<file path="config.mk">
export PLATFORM = sky130hd
export DESIGN_NAME = usb_irq_top
export DESIGN_NICKNAME = d
export VERILOG_FILES = /design/src/include/usb_irq_pkg.sv /design/src/hdl/usb_irq_top.sv /design/src/hdl/usb_sticky_bits.sv /design/src/hdl/usb_turnaround_timer.sv
export VERILOG_INCLUDE_DIRS = /design/src /design/src/include
export SDC_FILE = /design/constraint.sdc
export NUM_CORES = 1
export LEC_CHECK = 0
export ABC_CLOCK_PERIOD_IN_PS = 1850
export BUFFER_PORTS_ARGS = -buffer_cell sky130_fd_sc_hd__buf_2
export CORE_ASPECT_RATIO = 0.9
export CORE_MARGIN = 2
export CORE_UTILIZATION = 33
export CTS_BUF_LIST = sky130_fd_sc_hd__clkbuf_4 sky130_fd_sc_hd__clkbuf_8
export DETAILED_ROUTE_END_ITERATION = 6
export PLACE_DENSITY = 0.68
export SLEW_MARGIN = 15
export SYNTH_ARGS = -nofsm -noshare
export SYNTH_HDL_FRONTEND = slang
export SYNTH_SLANG_ARGS = --single-unit
</file>
<file path="constraint.sdc">
create_clock -name I_CLK_SYS -period 1.85 [get_ports I_CLK_SYS]
set_clock_uncertainty 0.15 [all_clocks]
set_input_delay 0.37 -clock I_CLK_SYS [delete_from_list [all_inputs] [get_ports I_CLK_SYS]]
set_output_delay 0.37 -clock I_CLK_SYS [all_outputs]
set_load 0.01 [all_outputs]
</file>
<file path="src/include/usb_irq_cfg.svh">
// Purpose: offsets, field positions, reset values and timing counts
// Assumes: word-indexed register port, 8-bit implemented fields
// Notes: definitions only
`ifndef USB_IRQ_CFG_SVH
`define USB_IRQ_CFG_SVH

`define ADDR_IRQ_FLAGS 4'h0
`define ADDR_IRQ_ENABLE 4'h1
`define ADDR_ERR_STATUS 4'h2
`define ADDR_ERR_ENABLE 4'h3
`define ADDR_CTRL 4'h4

`define BIT_STALL 3'h7
`define BIT_ATTACH 3'h6
`define BIT_RESUME 3'h5
`define BIT_IDLE 3'h4
`define BIT_TOKEN_DONE 3'h3
`define BIT_FRAME_START 3'h2
`define BIT_ERROR 3'h1
`define BIT_RESET_DETACH 3'h0

`define BIT_ERR_STUFF 3'h7
`define BIT_ERR_MATRIX 3'h6
`define BIT_ERR_MEM 3'h5
`define BIT_ERR_TURN 3'h4
`define BIT_ERR_FIELD 3'h3
`define BIT_ERR_CRC16 3'h2
`define BIT_ERR_CRC5_EOF 3'h1
`define BIT_ERR_PID 3'h0

`define RESET_BYTE 8'h00
`define TURNAROUND_BIT_TIMES 5'h10
`define CLKS_PER_BIT 6'h04

`endif

</file>
<file path="src/include/usb_irq_pkg.sv">
// Purpose: shared types of the usb interrupt block
// Assumes: nothing
// Notes: constants live in usb_irq_cfg.svh
package usb_irq_pkg;

    typedef struct packed {
        logic [3:0] addr;
        logic [31:0] wdata;
        logic wr;
        logic rd;
    } bus_req_s;

    typedef struct packed {
        logic stuff;
        logic matrix;
        logic mem;
        logic field;
        logic crc16;
        logic crc5;
        logic sof_zero;
        logic xfer_busy;
        logic pid;
        logic eop;
        logic bus_active;
    } engine_ev_s;

    typedef enum logic [1:0] {
        TURN_IDLE = 2'b00,
        TURN_WAIT = 2'b01,
        TURN_DONE = 2'b11
    } turn_state_e;

endpackage

</file>
<file path="src/hdl/usb_irq_top.sv">
// Purpose: usb interrupt enable, error status and combined interrupt
// Assumes: engine event inputs are one-cycle pulses on the system clock
// Notes: register port answers reads one cycle later, never stalls
`timescale 1ns/1ns
`include "usb_irq_cfg.svh"

// Operation
// - enables for stall, attach, resume, idle
// - enables for token done and frame start
// - enable bit 0 is bus reset in device
// - enable bit 0 is detach in host
// - error reaches interrupt only with bit 1
// - error bits hardware set, write one clears
// - bits 31 to 8 read zero
// - stuffing error sets bit 7
// - bad descriptor or buffer address sets bit 6
// - memory overrun, underrun or truncation sets bit 5
// - over 16 idle bit times sets bit 4
// - non-integral data field sets bit 3
// - data crc failure sets bit 2
// - device mode token crc sets bit 1
// - host mode frame end error sets bit 1
// - packet id check failure sets bit 0
// - error flag only from enabled error bits
module usb_irq_top (
    // clock and reset
    input wire logic I_CLK_SYS,
    input wire logic I_RST,
    // register port
    input wire logic [3:0] I_ADDR,
    input wire logic [31:0] I_WDATA,
    input wire logic I_WR,
    input wire logic I_RD,
    output logic [31:0] O_RDATA,
    // general interrupt sources from the engine
    input wire logic I_STALL_EV,
    input wire logic I_ATTACH_EV,
    input wire logic I_RESUME_EV,
    input wire logic I_IDLE_EV,
    input wire logic I_TOKEN_DONE_EV,
    input wire logic I_FRAME_START_EV,
    input wire logic I_BUS_RESET_EV,
    input wire logic I_DETACH_EV,
    // error sources from the engine and its dma
    input wire logic I_STUFF_ERR,
    input wire logic I_MATRIX_ERR,
    input wire logic I_MEM_ERR,
    input wire logic I_FIELD_ERR,
    input wire logic I_CRC16_ERR,
    input wire logic I_CRC5_ERR,
    input wire logic I_SOF_ZERO,
    input wire logic I_XFER_BUSY,
    input wire logic I_PID_ERR,
    input wire logic I_EOP,
    input wire logic I_BUS_ACTIVE,
    // outputs
    output logic O_HOST_MODE,
    output logic O_IRQ
);
    typedef struct packed {
        logic [7:0] irq_enable;
        logic [7:0] err_enable;
        logic host_mode;
        logic [5:0] bit_div;
        logic bit_en;
        logic [31:0] rdata;
        logic irq;
    } state_s;

    state_s state_reg;
    state_s state_next;

    usb_irq_pkg::bus_req_s req;
    usb_irq_pkg::engine_ev_s ev;
    logic [7:0] err_set;
    logic [7:0] err_clr;
    logic [7:0] err_flags;
    logic [7:0] irq_set;
    logic [7:0] irq_clr;
    logic [7:0] irq_flags;
    logic turn_timeout;
    logic err_pending;
    logic [7:0] irq_flags_eff;

    assign req = '{addr: I_ADDR, wdata: I_WDATA, wr: I_WR, rd: I_RD};
    assign ev = '{stuff: I_STUFF_ERR, matrix: I_MATRIX_ERR, mem: I_MEM_ERR,
                  field: I_FIELD_ERR, crc16: I_CRC16_ERR, crc5: I_CRC5_ERR,
                  sof_zero: I_SOF_ZERO, xfer_busy: I_XFER_BUSY, pid: I_PID_ERR,
                  eop: I_EOP, bus_active: I_BUS_ACTIVE};

    usb_turnaround_timer u_turn (
        .i_clk(I_CLK_SYS),
        .i_rst(I_RST),
        .i_bit_en(state_reg.bit_en),
        .i_eop(ev.eop),
        .i_bus_active(ev.bus_active),
        .o_timeout(turn_timeout)
    );

    // hardware error sets
    always_comb begin
        err_set = 8'h00;
        err_set[`BIT_ERR_STUFF] = ev.stuff;
        err_set[`BIT_ERR_MATRIX] = ev.matrix;
        err_set[`BIT_ERR_MEM] = ev.mem;
        err_set[`BIT_ERR_TURN] = turn_timeout;
        err_set[`BIT_ERR_FIELD] = ev.field;
        err_set[`BIT_ERR_CRC16] = ev.crc16;
        // bit 1 has one meaning per role
        if (state_reg.host_mode) begin
            err_set[`BIT_ERR_CRC5_EOF] = ev.sof_zero & ev.xfer_busy;
        end else begin
            err_set[`BIT_ERR_CRC5_EOF] = ev.crc5;
        end
        err_set[`BIT_ERR_PID] = ev.pid;
    end

    always_comb begin
        err_clr = 8'h00;
        if (req.wr && req.addr == `ADDR_ERR_STATUS) begin
            err_clr = req.wdata[7:0];
        end
    end

    usb_sticky_bits u_err (
        .i_clk(I_CLK_SYS),
        .i_rst(I_RST),
        .i_set(err_set),
        .i_clr(err_clr),
        .o_flags(err_flags)
    );

    // general error flag follows the enabled error bits, not sticky itself
    assign err_pending = |(err_flags & state_reg.err_enable);

    always_comb begin
        irq_set = 8'h00;
        irq_set[`BIT_STALL] = I_STALL_EV;
        irq_set[`BIT_ATTACH] = I_ATTACH_EV;
        irq_set[`BIT_RESUME] = I_RESUME_EV;
        irq_set[`BIT_IDLE] = I_IDLE_EV;
        irq_set[`BIT_TOKEN_DONE] = I_TOKEN_DONE_EV;
        irq_set[`BIT_FRAME_START] = I_FRAME_START_EV;
        if (state_reg.host_mode) begin
            irq_set[`BIT_RESET_DETACH] = I_DETACH_EV;
        end else begin
            irq_set[`BIT_RESET_DETACH] = I_BUS_RESET_EV;
        end
    end

    always_comb begin
        irq_clr = 8'h00;
        if (req.wr && req.addr == `ADDR_IRQ_FLAGS) begin
            irq_clr = req.wdata[7:0];
        end
        irq_clr[`BIT_ERROR] = 1'b0;
    end

    usb_sticky_bits u_irq (
        .i_clk(I_CLK_SYS),
        .i_rst(I_RST),
        .i_set(irq_set),
        .i_clr(irq_clr),
        .o_flags(irq_flags)
    );

    always_comb begin
        irq_flags_eff = irq_flags;
        irq_flags_eff[`BIT_ERROR] = err_pending;
    end

    always_comb begin
        state_next = state_reg;
        // bit-time enable: 12 Mb/s is not a divisor of 50 MHz; nominal count
        if (state_reg.bit_div == `CLKS_PER_BIT - 6'h01) begin
            state_next.bit_div = 6'h00;
            state_next.bit_en = 1'b1;
        end else begin
            state_next.bit_div = state_reg.bit_div + 6'h01;
            state_next.bit_en = 1'b0;
        end
        if (req.wr) begin
            unique case (req.addr)
                `ADDR_IRQ_ENABLE: begin
                    state_next.irq_enable = req.wdata[7:0];
                end
                `ADDR_ERR_ENABLE: begin
                    state_next.err_enable = req.wdata[7:0];
                end
                `ADDR_CTRL: begin
                    state_next.host_mode = req.wdata[0];
                end
                default: begin
                end
            endcase
        end
        state_next.rdata = 32'h0000_0000;
        if (req.rd) begin
            unique case (req.addr)
                `ADDR_IRQ_FLAGS: state_next.rdata = {24'h00_0000, irq_flags_eff};
                `ADDR_IRQ_ENABLE: state_next.rdata = {24'h00_0000, state_reg.irq_enable};
                `ADDR_ERR_STATUS: state_next.rdata = {24'h00_0000, err_flags};
                `ADDR_ERR_ENABLE: state_next.rdata = {24'h00_0000, state_reg.err_enable};
                `ADDR_CTRL: state_next.rdata = {31'h0000_0000, state_reg.host_mode};
                default: state_next.rdata = 32'h0000_0000;
            endcase
        end
        // error source gated by bit 1 inside the enable mask
        state_next.irq = |(irq_flags_eff & state_reg.irq_enable);
    end

    always_ff @(posedge I_CLK_SYS) begin
        if (I_RST) begin
            state_reg <= '0;
        end else begin
            state_reg <= state_next;
        end
    end

    assign O_RDATA = state_reg.rdata;
    assign O_HOST_MODE = state_reg.host_mode;
    assign O_IRQ = state_reg.irq;
endmodule

</file>
<file path="src/hdl/usb_sticky_bits.sv">
// Purpose: eight write-one-to-clear sticky flags
// Assumes: set and clear vectors on the system clock
// Notes: a set in the clearing cycle wins
`timescale 1ns/1ns
module usb_sticky_bits (
    // clock and reset
    input wire logic i_clk,
    input wire logic i_rst,
    // set and clear
    input wire logic [7:0] i_set,
    input wire logic [7:0] i_clr,
    // flags
    output logic [7:0] o_flags
);
    typedef struct packed {
        logic [7:0] flags;
    } state_s;

    state_s state_reg;
    state_s state_next;

    always_comb begin
        state_next = state_reg;
        state_next.flags = (state_reg.flags & ~i_clr) | i_set;
    end

    always_ff @(posedge i_clk) begin
        if (i_rst) begin
            state_reg <= '0;
        end else begin
            state_reg <= state_next;
        end
    end

    assign o_flags = state_reg.flags;
endmodule

</file>
<file path="src/hdl/usb_turnaround_timer.sv">
// Purpose: bus turnaround time-out detector
// Assumes: one-cycle eop pulse, bit-time enable from the top
// Notes: counts idle bit times after end of packet
`timescale 1ns/1ns
`include "usb_irq_cfg.svh"
module usb_turnaround_timer (
    // clock and reset
    input wire logic i_clk,
    input wire logic i_rst,
    // timing
    input wire logic i_bit_en,
    // bus events
    input wire logic i_eop,
    input wire logic i_bus_active,
    // result
    output logic o_timeout
);
    typedef struct packed {
        usb_irq_pkg::turn_state_e st;
        logic [4:0] cnt;
        logic timeout;
    } state_s;

    state_s state_reg;
    state_s state_next;

    always_comb begin
        state_next = state_reg;
        state_next.timeout = 1'b0;
        unique case (state_reg.st)
            usb_irq_pkg::TURN_IDLE: begin
                if (i_eop) begin
                    state_next.st = usb_irq_pkg::TURN_WAIT;
                    state_next.cnt = 5'h00;
                end
            end
            usb_irq_pkg::TURN_WAIT: begin
                if (i_bus_active) begin
                    state_next.st = usb_irq_pkg::TURN_IDLE;
                end else if (i_bit_en) begin
                    // more than 16 idle bit times: fire on the 17th
                    if (state_reg.cnt == `TURNAROUND_BIT_TIMES) begin
                        state_next.timeout = 1'b1;
                        state_next.st = usb_irq_pkg::TURN_DONE;
                    end else begin
                        state_next.cnt = state_reg.cnt + 5'h01;
                    end
                end
            end
            usb_irq_pkg::TURN_DONE: begin
                state_next.st = usb_irq_pkg::TURN_IDLE;
            end
            default: begin
                state_next.st = usb_irq_pkg::TURN_IDLE;
            end
        endcase
        if (i_eop) begin
            state_next.st = usb_irq_pkg::TURN_WAIT;
            state_next.cnt = 5'h00;
        end
    end

    always_ff @(posedge i_clk) begin
        if (i_rst) begin
            state_reg <= '0;
        end else begin
            state_reg <= state_next;
        end
    end

    assign o_timeout = state_reg.timeout;
endmodule

</file>
==> results.py, run 1 <==
metrics = {
    "pwr": {
        "net-switching-power_uw": 576,
        "power.share.sequential_pct": 56.9,
        "share_comb_of_total_power_pct": 10.6,
        "p_per_area_mw_per_mm2": 738,
        "static-leakage-power_uw": 0.00127,
        "clk_pwr_share_pct": 32.5,
        "power_report.internal_total_uw": 1670,
        "swShare_pct": 25.7,
        "p_total_uw": 2240,
        "max_vdd_drop_mv": 0.398,
    },
    "routing": {
        "drt_first_pass_iters": 4,
        "detailedRoute.firstIterationViolations": 109,
        "drt_drc_violations_left": 0,
        "routed_wire_length_per_instance_um": 13.4,
        "vias_after_detailed_routing": 2030,
        "wirelength_um": 5670,
        "postRouteAntennaNets": 0,
        "viasPerCell": 4.80,
    },
    "die": {
        "start_util_pct": 34.0,
        "placeableCoreArea_sq_mm": 0.00807,
        "placementRows": 31,
        "vertical_die_dimension_um": 90.5,
        "io_pins": 93,
        "fp.dieW_um": 100,
        "die_area_sq_mm": 0.00905,
    },
    "grt": {
        "grt_first_pass_wirelength_um": 9330,
        "first_global_vias": 1928,
        "grt_antenna_before_repair": 1,
        "gr-usage-all-layers_pct": 12.8,
        "grt.met1_usage_pct": 17.1,
        "gr-total-overflow": 0,
        "grt.busiest_layer": "met2",
        "grtUsageMet2_pct": 19.0,
        "grt.met3_usage_pct": 4.10,
        "grt_max_degree": 50,
    },
    "logic_synthesis": {
        "ys_top_cells_by_area": "sky130_fd_sc_hd__dfxtp_1, sky130_fd_sc_hd__buf_4, sky130_fd_sc_hd__mux2i_1, sky130_fd_sc_hd__nand2b_1, sky130_fd_sc_hd__mux4_2",
        "synth.ff_latch_count": 56,
        "post_synth.cell_area_avg_sq_um": 9.59,
        "synthCells": 286,
        "synth_cell_type_count": 45,
        "synth_sequential_area_ratio_pct": 40.9,
        "synth.largest_area_cell": "sky130_fd_sc_hd__dfxtp_1",
        "ys_warn_count": 0,
        "cell_area_after_technology_mapping_sq_mm": 0.00274,
        "synthDominantCellAreaShare_pct": 40.9,
    },
    "setup_path": {
        "crit_type": "flip-flop to flip-flop",
        "worstPathArrival_ps": 1820,
        "timing.critical_path.from_type": "flip-flop",
        "end_kind": "flip-flop",
        "regToRegSetupSlack_ps": 130,
        "critical_path_peak_fanout": 6,
        "crit_required_ps": 1950,
    },
    "timing": {
        "fin_crit_sh_pct": 93.0,
        "rsz_0062_raised_after_global_routing": "no",
        "max_freq_mhz": 581,
        "tns_ps": 0,
        "hold_viol_final": 0,
        "final-max-slew-violation-count": 0,
        "fin_crit_ps": 1720,
        "fin_worst_hold_slack_ps": 120,
        "setup_viol": 0,
    },
    "final_layout": {
        "num-nets-final": 384,
        "largest_register_ff_count": 23,
        "layout.area.seq_sq_mm": 0.00112,
        "layout_commonest_cell": "sky130_fd_sc_hd__dfxtp_1",
        "multi_input_gate_area_sq_mm": 0.00135,
        "fillerInstances": 804,
        "synthToLayoutAreaGrowth_pct": 11.0,
        "most-common-layout-cells": "sky130_fd_sc_hd__dfxtp_1, sky130_fd_sc_hd__buf_2, sky130_fd_sc_hd__nor2_1, sky130_fd_sc_hd__nand2b_1, sky130_fd_sc_hd__conb_1",
        "share_of_post_route_cells_with_drive_strength_above_1_pct": 21.7,
    },
    "clock_tree": {
        "cts-hold-fix-buffers": 0,
        "htree_num_levels": 2,
        "post_cts_resize_count": 0,
        "ctsLongestPathBuffers": 2,
        "clock-sinks": 56,
        "clkLatencyLatePin_ps": 310,
        "cts_post_setup_buffers_inserted": 0,
        "cts_inserted_buffers": 5,
        "clock_root_buffer": "sky130_fd_sc_hd__clkbuf_8",
        "cts_tree": "yes",
        "clkSlewWorstSetupHoldPaths_ps": 100,
    },
    "flow_run": {
        "max_cap_viol_count": 0,
    },
    "hold_path": {
        "timing.hold.worst.class": "input pin to flip-flop",
    },
    "place": {
        "final_hpwl_from_detailed_placement_um": 4290,
        "gp_congestion": 0.745,
        "placement.io_buffers": 44,
    },
    "outcome": {
        "status": "finished clean",
    },
}
synth_stat cells:
master / number
sky130_fd_sc_hd__dfxtp_1: 56
sky130_fd_sc_hd__buf_4: 32
sky130_fd_sc_hd__nor2_1: 28
sky130_fd_sc_hd__nand2b_1: 26
sky130_fd_sc_hd__inv_1: 19
sky130_fd_sc_hd__mux2i_1: 17
sky130_fd_sc_hd__a311oi_1: 13
sky130_fd_sc_hd__a21oi_1: 10
sky130_fd_sc_hd__nor2b_1: 8
sky130_fd_sc_hd__mux4_2: 7
sky130_fd_sc_hd__a22oi_1: 6
sky130_fd_sc_hd__clkbuf_1: 6
sky130_fd_sc_hd__nand3_1: 6
sky130_fd_sc_hd__o21ai_0: 5
sky130_fd_sc_hd__nand2_1: 4
sky130_fd_sc_hd__or3_1: 4
sky130_fd_sc_hd__and3_1: 3
sky130_fd_sc_hd__ha_1: 3
sky130_fd_sc_hd__a211oi_1: 2
sky130_fd_sc_hd__buf_2: 2
sky130_fd_sc_hd__nand3b_1: 2
sky130_fd_sc_hd__nand4_1: 2
sky130_fd_sc_hd__o31ai_1: 2
sky130_fd_sc_hd__xor2_1: 2
sky130_fd_sc_hd__a21o_1: 1
sky130_fd_sc_hd__a222oi_1: 1
sky130_fd_sc_hd__a31o_2: 1
sky130_fd_sc_hd__and4_1: 1
sky130_fd_sc_hd__and4bb_2: 1
sky130_fd_sc_hd__buf_6: 1
sky130_fd_sc_hd__clkbuf_2: 1
sky130_fd_sc_hd__conb_1: 1
sky130_fd_sc_hd__mux2_2: 1
sky130_fd_sc_hd__nand4bb_1: 1
sky130_fd_sc_hd__nor3_4: 1
sky130_fd_sc_hd__nor3b_1: 1
sky130_fd_sc_hd__nor3b_4: 1
sky130_fd_sc_hd__nor4_1: 1
sky130_fd_sc_hd__o211ai_1: 1
sky130_fd_sc_hd__o22ai_1: 1
sky130_fd_sc_hd__o2bb2ai_1: 1
sky130_fd_sc_hd__or2_2: 1
sky130_fd_sc_hd__or3b_4: 1
sky130_fd_sc_hd__or4_1: 1
sky130_fd_sc_hd__xnor2_1: 1
worst max-delay path, cell delays in order, from the launching register on:
cell and delay (ps):
sky130_fd_sc_hd__dfxtp_1 400, sky130_fd_sc_hd__inv_1 60, sky130_fd_sc_hd__ha_1 190, sky130_fd_sc_hd__and4bb_2 260
sky130_fd_sc_hd__or4_1 470, sky130_fd_sc_hd__a21oi_1 130
area by class of cell:
class	count	area share, %
Antenna cell	1	0.0823
Clock inverter	2	0.617
Clock buffer	6	2.71
Sequential cell	56	36.9
Multi-Input combinational cell	192	44.3
Inverter	19	2.34
Tap cell	99	4.07
Timing Repair Buffer	48	9.05
power groups by stage:
stage | sequential [uW] | combinational [uW] | clock [uW]
after global placement | 1300 | 232 | 0
after global routing | 1280 | 265 | 794
after detailed placement | 1300 | 238 | 0
final | 1280 | 237 | 730
after floorplan | 1290 | 198 | 0
after CTS | 1280 | 239 | 749
stage by stage:
step                instance area (sq um)  setup slack (ps)  util [%]  cells
floorplan                            2830               248         -    309
global placement                     2940               131      36.4    414
detailed placement                   2940               113      36.4    414
CTS                                  3040               115      37.7    422
global route                         3040              15.9      37.7    422
finish                               3040               130      37.7    423
cell families (layout without fill, tap and decap cells):
logic type,after synthesis,count (layout),synth area share [%]
AOI/OAI and AO/OA,44,44,11.4
xor gates and xnor gates,3,3,0.959
adders and majority gates,3,3,1.37
buffers and inverters,61,75,13.1
DFF,56,56,40.9
muxes,25,25,12.4
other,1,25,0.137
and+or+nand+nor,93,93,19.7
final timing paths:
check,to,cells past startpoint,startpoint
worst max-delay path,u_turn.state_reg[3],5,u_turn.state_reg[1]
worst min register to register,state_reg[34],1,state_reg[34]
worst min-delay path,u_irq.o_flags[7],2,I_WDATA[7]
worst max register to register,u_turn.state_reg[3],5,u_turn.state_reg[1]
per-layer routing:
metal / vias to the layer above / share of wire, %
li1: 1014 / -
met1: 934 / 46
met2: 74 / 43
met3: 8 / 9.2
met4: 0 / 2.2
met5: - / 0
(Power assumes the default switching activity.)
==> inputs of run 2 (changes only) <==
--- a/config.mk
+++ b/config.mk
@@ -9,7 +9,6 @@
 export ABC_CLOCK_PERIOD_IN_PS = 1850
 export BUFFER_PORTS_ARGS = -buffer_cell sky130_fd_sc_hd__buf_2
 export CORE_ASPECT_RATIO = 0.9
-export CORE_MARGIN = 2
 export CORE_UTILIZATION = 33
 export CTS_BUF_LIST = sky130_fd_sc_hd__clkbuf_4 sky130_fd_sc_hd__clkbuf_8
 export DETAILED_ROUTE_END_ITERATION = 6
==> run 2 against run 1 <==
The run now ends with design-rule violations left. Worst setup slack better by 9.2 ps. Flip-flop and latch count unchanged. Sequential power about the same. Total power down 2.4%. Clock-buffer cell count down 1. Design area down 0.37%. Clock power down 7.7%. Hold slack worse by 1.7 ps. Via count down 0.15%. Critical endpoint unchanged. Highest routed layer unchanged.
==> results.py, run 2 (synthesis gave the netlist of run 1 again) <==
metrics = {
    "pwr": {
        "swShare_pct": 25.8,
        "power_report.internal_total_uw": 1620,
        "static-leakage-power_uw": 0.00126,
        "max_vdd_drop_mv": 0.295,
        "power.share.sequential_pct": 58.3,
        "net-switching-power_uw": 566,
        "p_total_uw": 2190,
        "p_per_area_mw_per_mm2": 722,
        "share_comb_of_total_power_pct": 10.9,
        "clk_pwr_share_pct": 30.8,
    },
    "setup_path": {
        "end_kind": "flip-flop",
        "crit_type": "flip-flop to flip-flop",
        "worstPathArrival_ps": 1800,
        "timing.critical_path.from_type": "flip-flop",
        "r2r.worst_path.cells": 5,
        "crit_required_ps": 1940,
        "critical_path_peak_fanout": 6,
    },
    "final_layout": {
        "finalNonFillerCells": 423,
        "num-nets-final": 384,
        "share_of_post_route_cells_with_drive_strength_above_1_pct": 21.7,
        "layout_commonest_cell": "sky130_fd_sc_hd__dfxtp_1",
        "largest_register_ff_count": 23,
        "most-common-layout-cells": "sky130_fd_sc_hd__dfxtp_1, sky130_fd_sc_hd__buf_2, sky130_fd_sc_hd__nor2_1, sky130_fd_sc_hd__nand2b_1, sky130_fd_sc_hd__conb_1",
        "synthToLayoutAreaGrowth_pct": 10.5,
        "fillerInstances": 798,
    },
    "routing": {
        "postRouteAntennaNets": 0,
        "drt_drc_violations_left": 22,
        "viasPerCell": 4.79,
        "detailedRoute.firstIterationViolations": 112,
        "vias_after_detailed_routing": 2027,
        "drt_first_pass_iters": 7,
        "routed_wire_length_per_instance_um": 13.5,
        "wirelength_um": 5700,
    },
    "clock_tree": {
        "cts_post_setup_buffers_inserted": 0,
        "clock_root_buffer": "sky130_fd_sc_hd__clkbuf_8",
        "clock-sinks": 56,
        "post_cts_resize_count": 0,
        "clkSlewWorstSetupHoldPaths_ps": 100,
        "clkLatencyLatePin_ps": 310,
        "cts-hold-fix-buffers": 0,
        "cts_tree": "yes",
        "ctsLongestPathBuffers": 2,
        "htree_num_levels": 2,
        "cts_inserted_buffers": 5,
    },
    "timing": {
        "rsz_0062_raised_after_global_routing": "no",
        "fin_worst_hold_slack_ps": 118,
        "tns_ps": 0,
        "fin_crit_sh_pct": 92.5,
        "timing.final.ws_setup_ps": 139,
        "hold_viol_final": 0,
        "fin_crit_ps": 1710,
        "final-max-slew-violation-count": 0,
        "max_freq_mhz": 584,
        "setup_viol": 0,
    },
    "hold_path": {
        "timing.hold.worst.class": "input pin to flip-flop",
        "hold-path-cell-count": 2,
    },
    "place": {
        "placed_cells": 414,
        "place_ws_ps": 110,
        "gp_congestion": 0.732,
        "final_hpwl_from_detailed_placement_um": 4260,
        "placement.io_buffers": 44,
    },
    "die": {
        "vertical_die_dimension_um": 88.5,
        "fp.dieW_um": 98.1,
        "io_pins": 93,
        "start_util_pct": 34.0,
        "die_area_sq_mm": 0.00868,
        "placementRows": 31,
        "placeableCoreArea_sq_mm": 0.00807,
    },
    "grt": {
        "grt_antenna_before_repair": 1,
        "grt_first_pass_wirelength_um": 9150,
        "grt_max_degree": 50,
        "gr-usage-all-layers_pct": 13.5,
        "gr-total-overflow": 0,
        "first_global_vias": 1918,
    },
    "outcome": {
        "violations": "design-rule violations",
        "status": "complete, but fails checks",
    },
    "flow_run": {
        "max_cap_viol_count": 0,
    },
}
==> run 2: path summary, 6_finish.rpt <==
| path | startpoint | to | slack, ps |
|---|---|---|---|
| min reg2reg | state_reg[34] | state_reg[34] | 310 |
| min | I_WDATA[3] | u_err.o_flags[3] | 120 |
| max reg2reg | u_turn.state_reg[1] | u_turn.state_reg[3] | 140 |
| max | u_turn.state_reg[1] | u_turn.state_reg[3] | 140 |
==> run 2: per-layer routing <==
metal / GRT usage [%] / vias up / wire, um
met5: 0 / - / 0
met4: 6.34 / 0 / 139
met3: 3.95 / 14 / 379
met2: 21.3 / 64 / 2470
met1: 17.2 / 932 / 2720
li1: - / 1017 / -
==> run 2: layout make-up <==
| class | count | area, sq um | area share, % |
|---|---|---|---|
| Timing Repair Buffer | 48 | 275 | 9.08 |
| Tap cell | 99 | 124 | 4.09 |
| Clock inverter | 3 | 21.3 | 0.702 |
| Clock buffer | 5 | 68.8 | 2.27 |
| Antenna cell | 1 | 2.50 | 0.0826 |
| Multi-Input combinational cell | 192 | 1350 | 44.4 |
| Sequential cell | 56 | 1120 | 37.0 |
| Inverter | 19 | 71.3 | 2.35 |
==> run 2: critical path, stage by stage, from the launching register on <==
cell,delay (ps)
sky130_fd_sc_hd__dfxtp_1,400
sky130_fd_sc_hd__inv_1,60
sky130_fd_sc_hd__ha_1,190
sky130_fd_sc_hd__and4bb_2,260
sky130_fd_sc_hd__or4_1,470
sky130_fd_sc_hd__a21oi_1,130
==> run 2: metrics by stage <==
stage | cell area (sq um) | util, %
detailed placement | 2940 | 36.4
CTS | 3030 | 37.5
global route | 3030 | 37.5
finish | 3030 | 37.6
global placement | 2940 | 36.4
floorplan | 2830 | -
==> run 2: power groups by stage <==
stage          sequential, uW  combinational, uW  clock [uW]
2_1_floorplan            1290                198           0
3_5_place_dp             1300                239           0
3_3_place_gp             1300                232           0
5_1_grt                  1280                265         751
4_1_cts                  1280                239         701
6_report                 1280                238         674
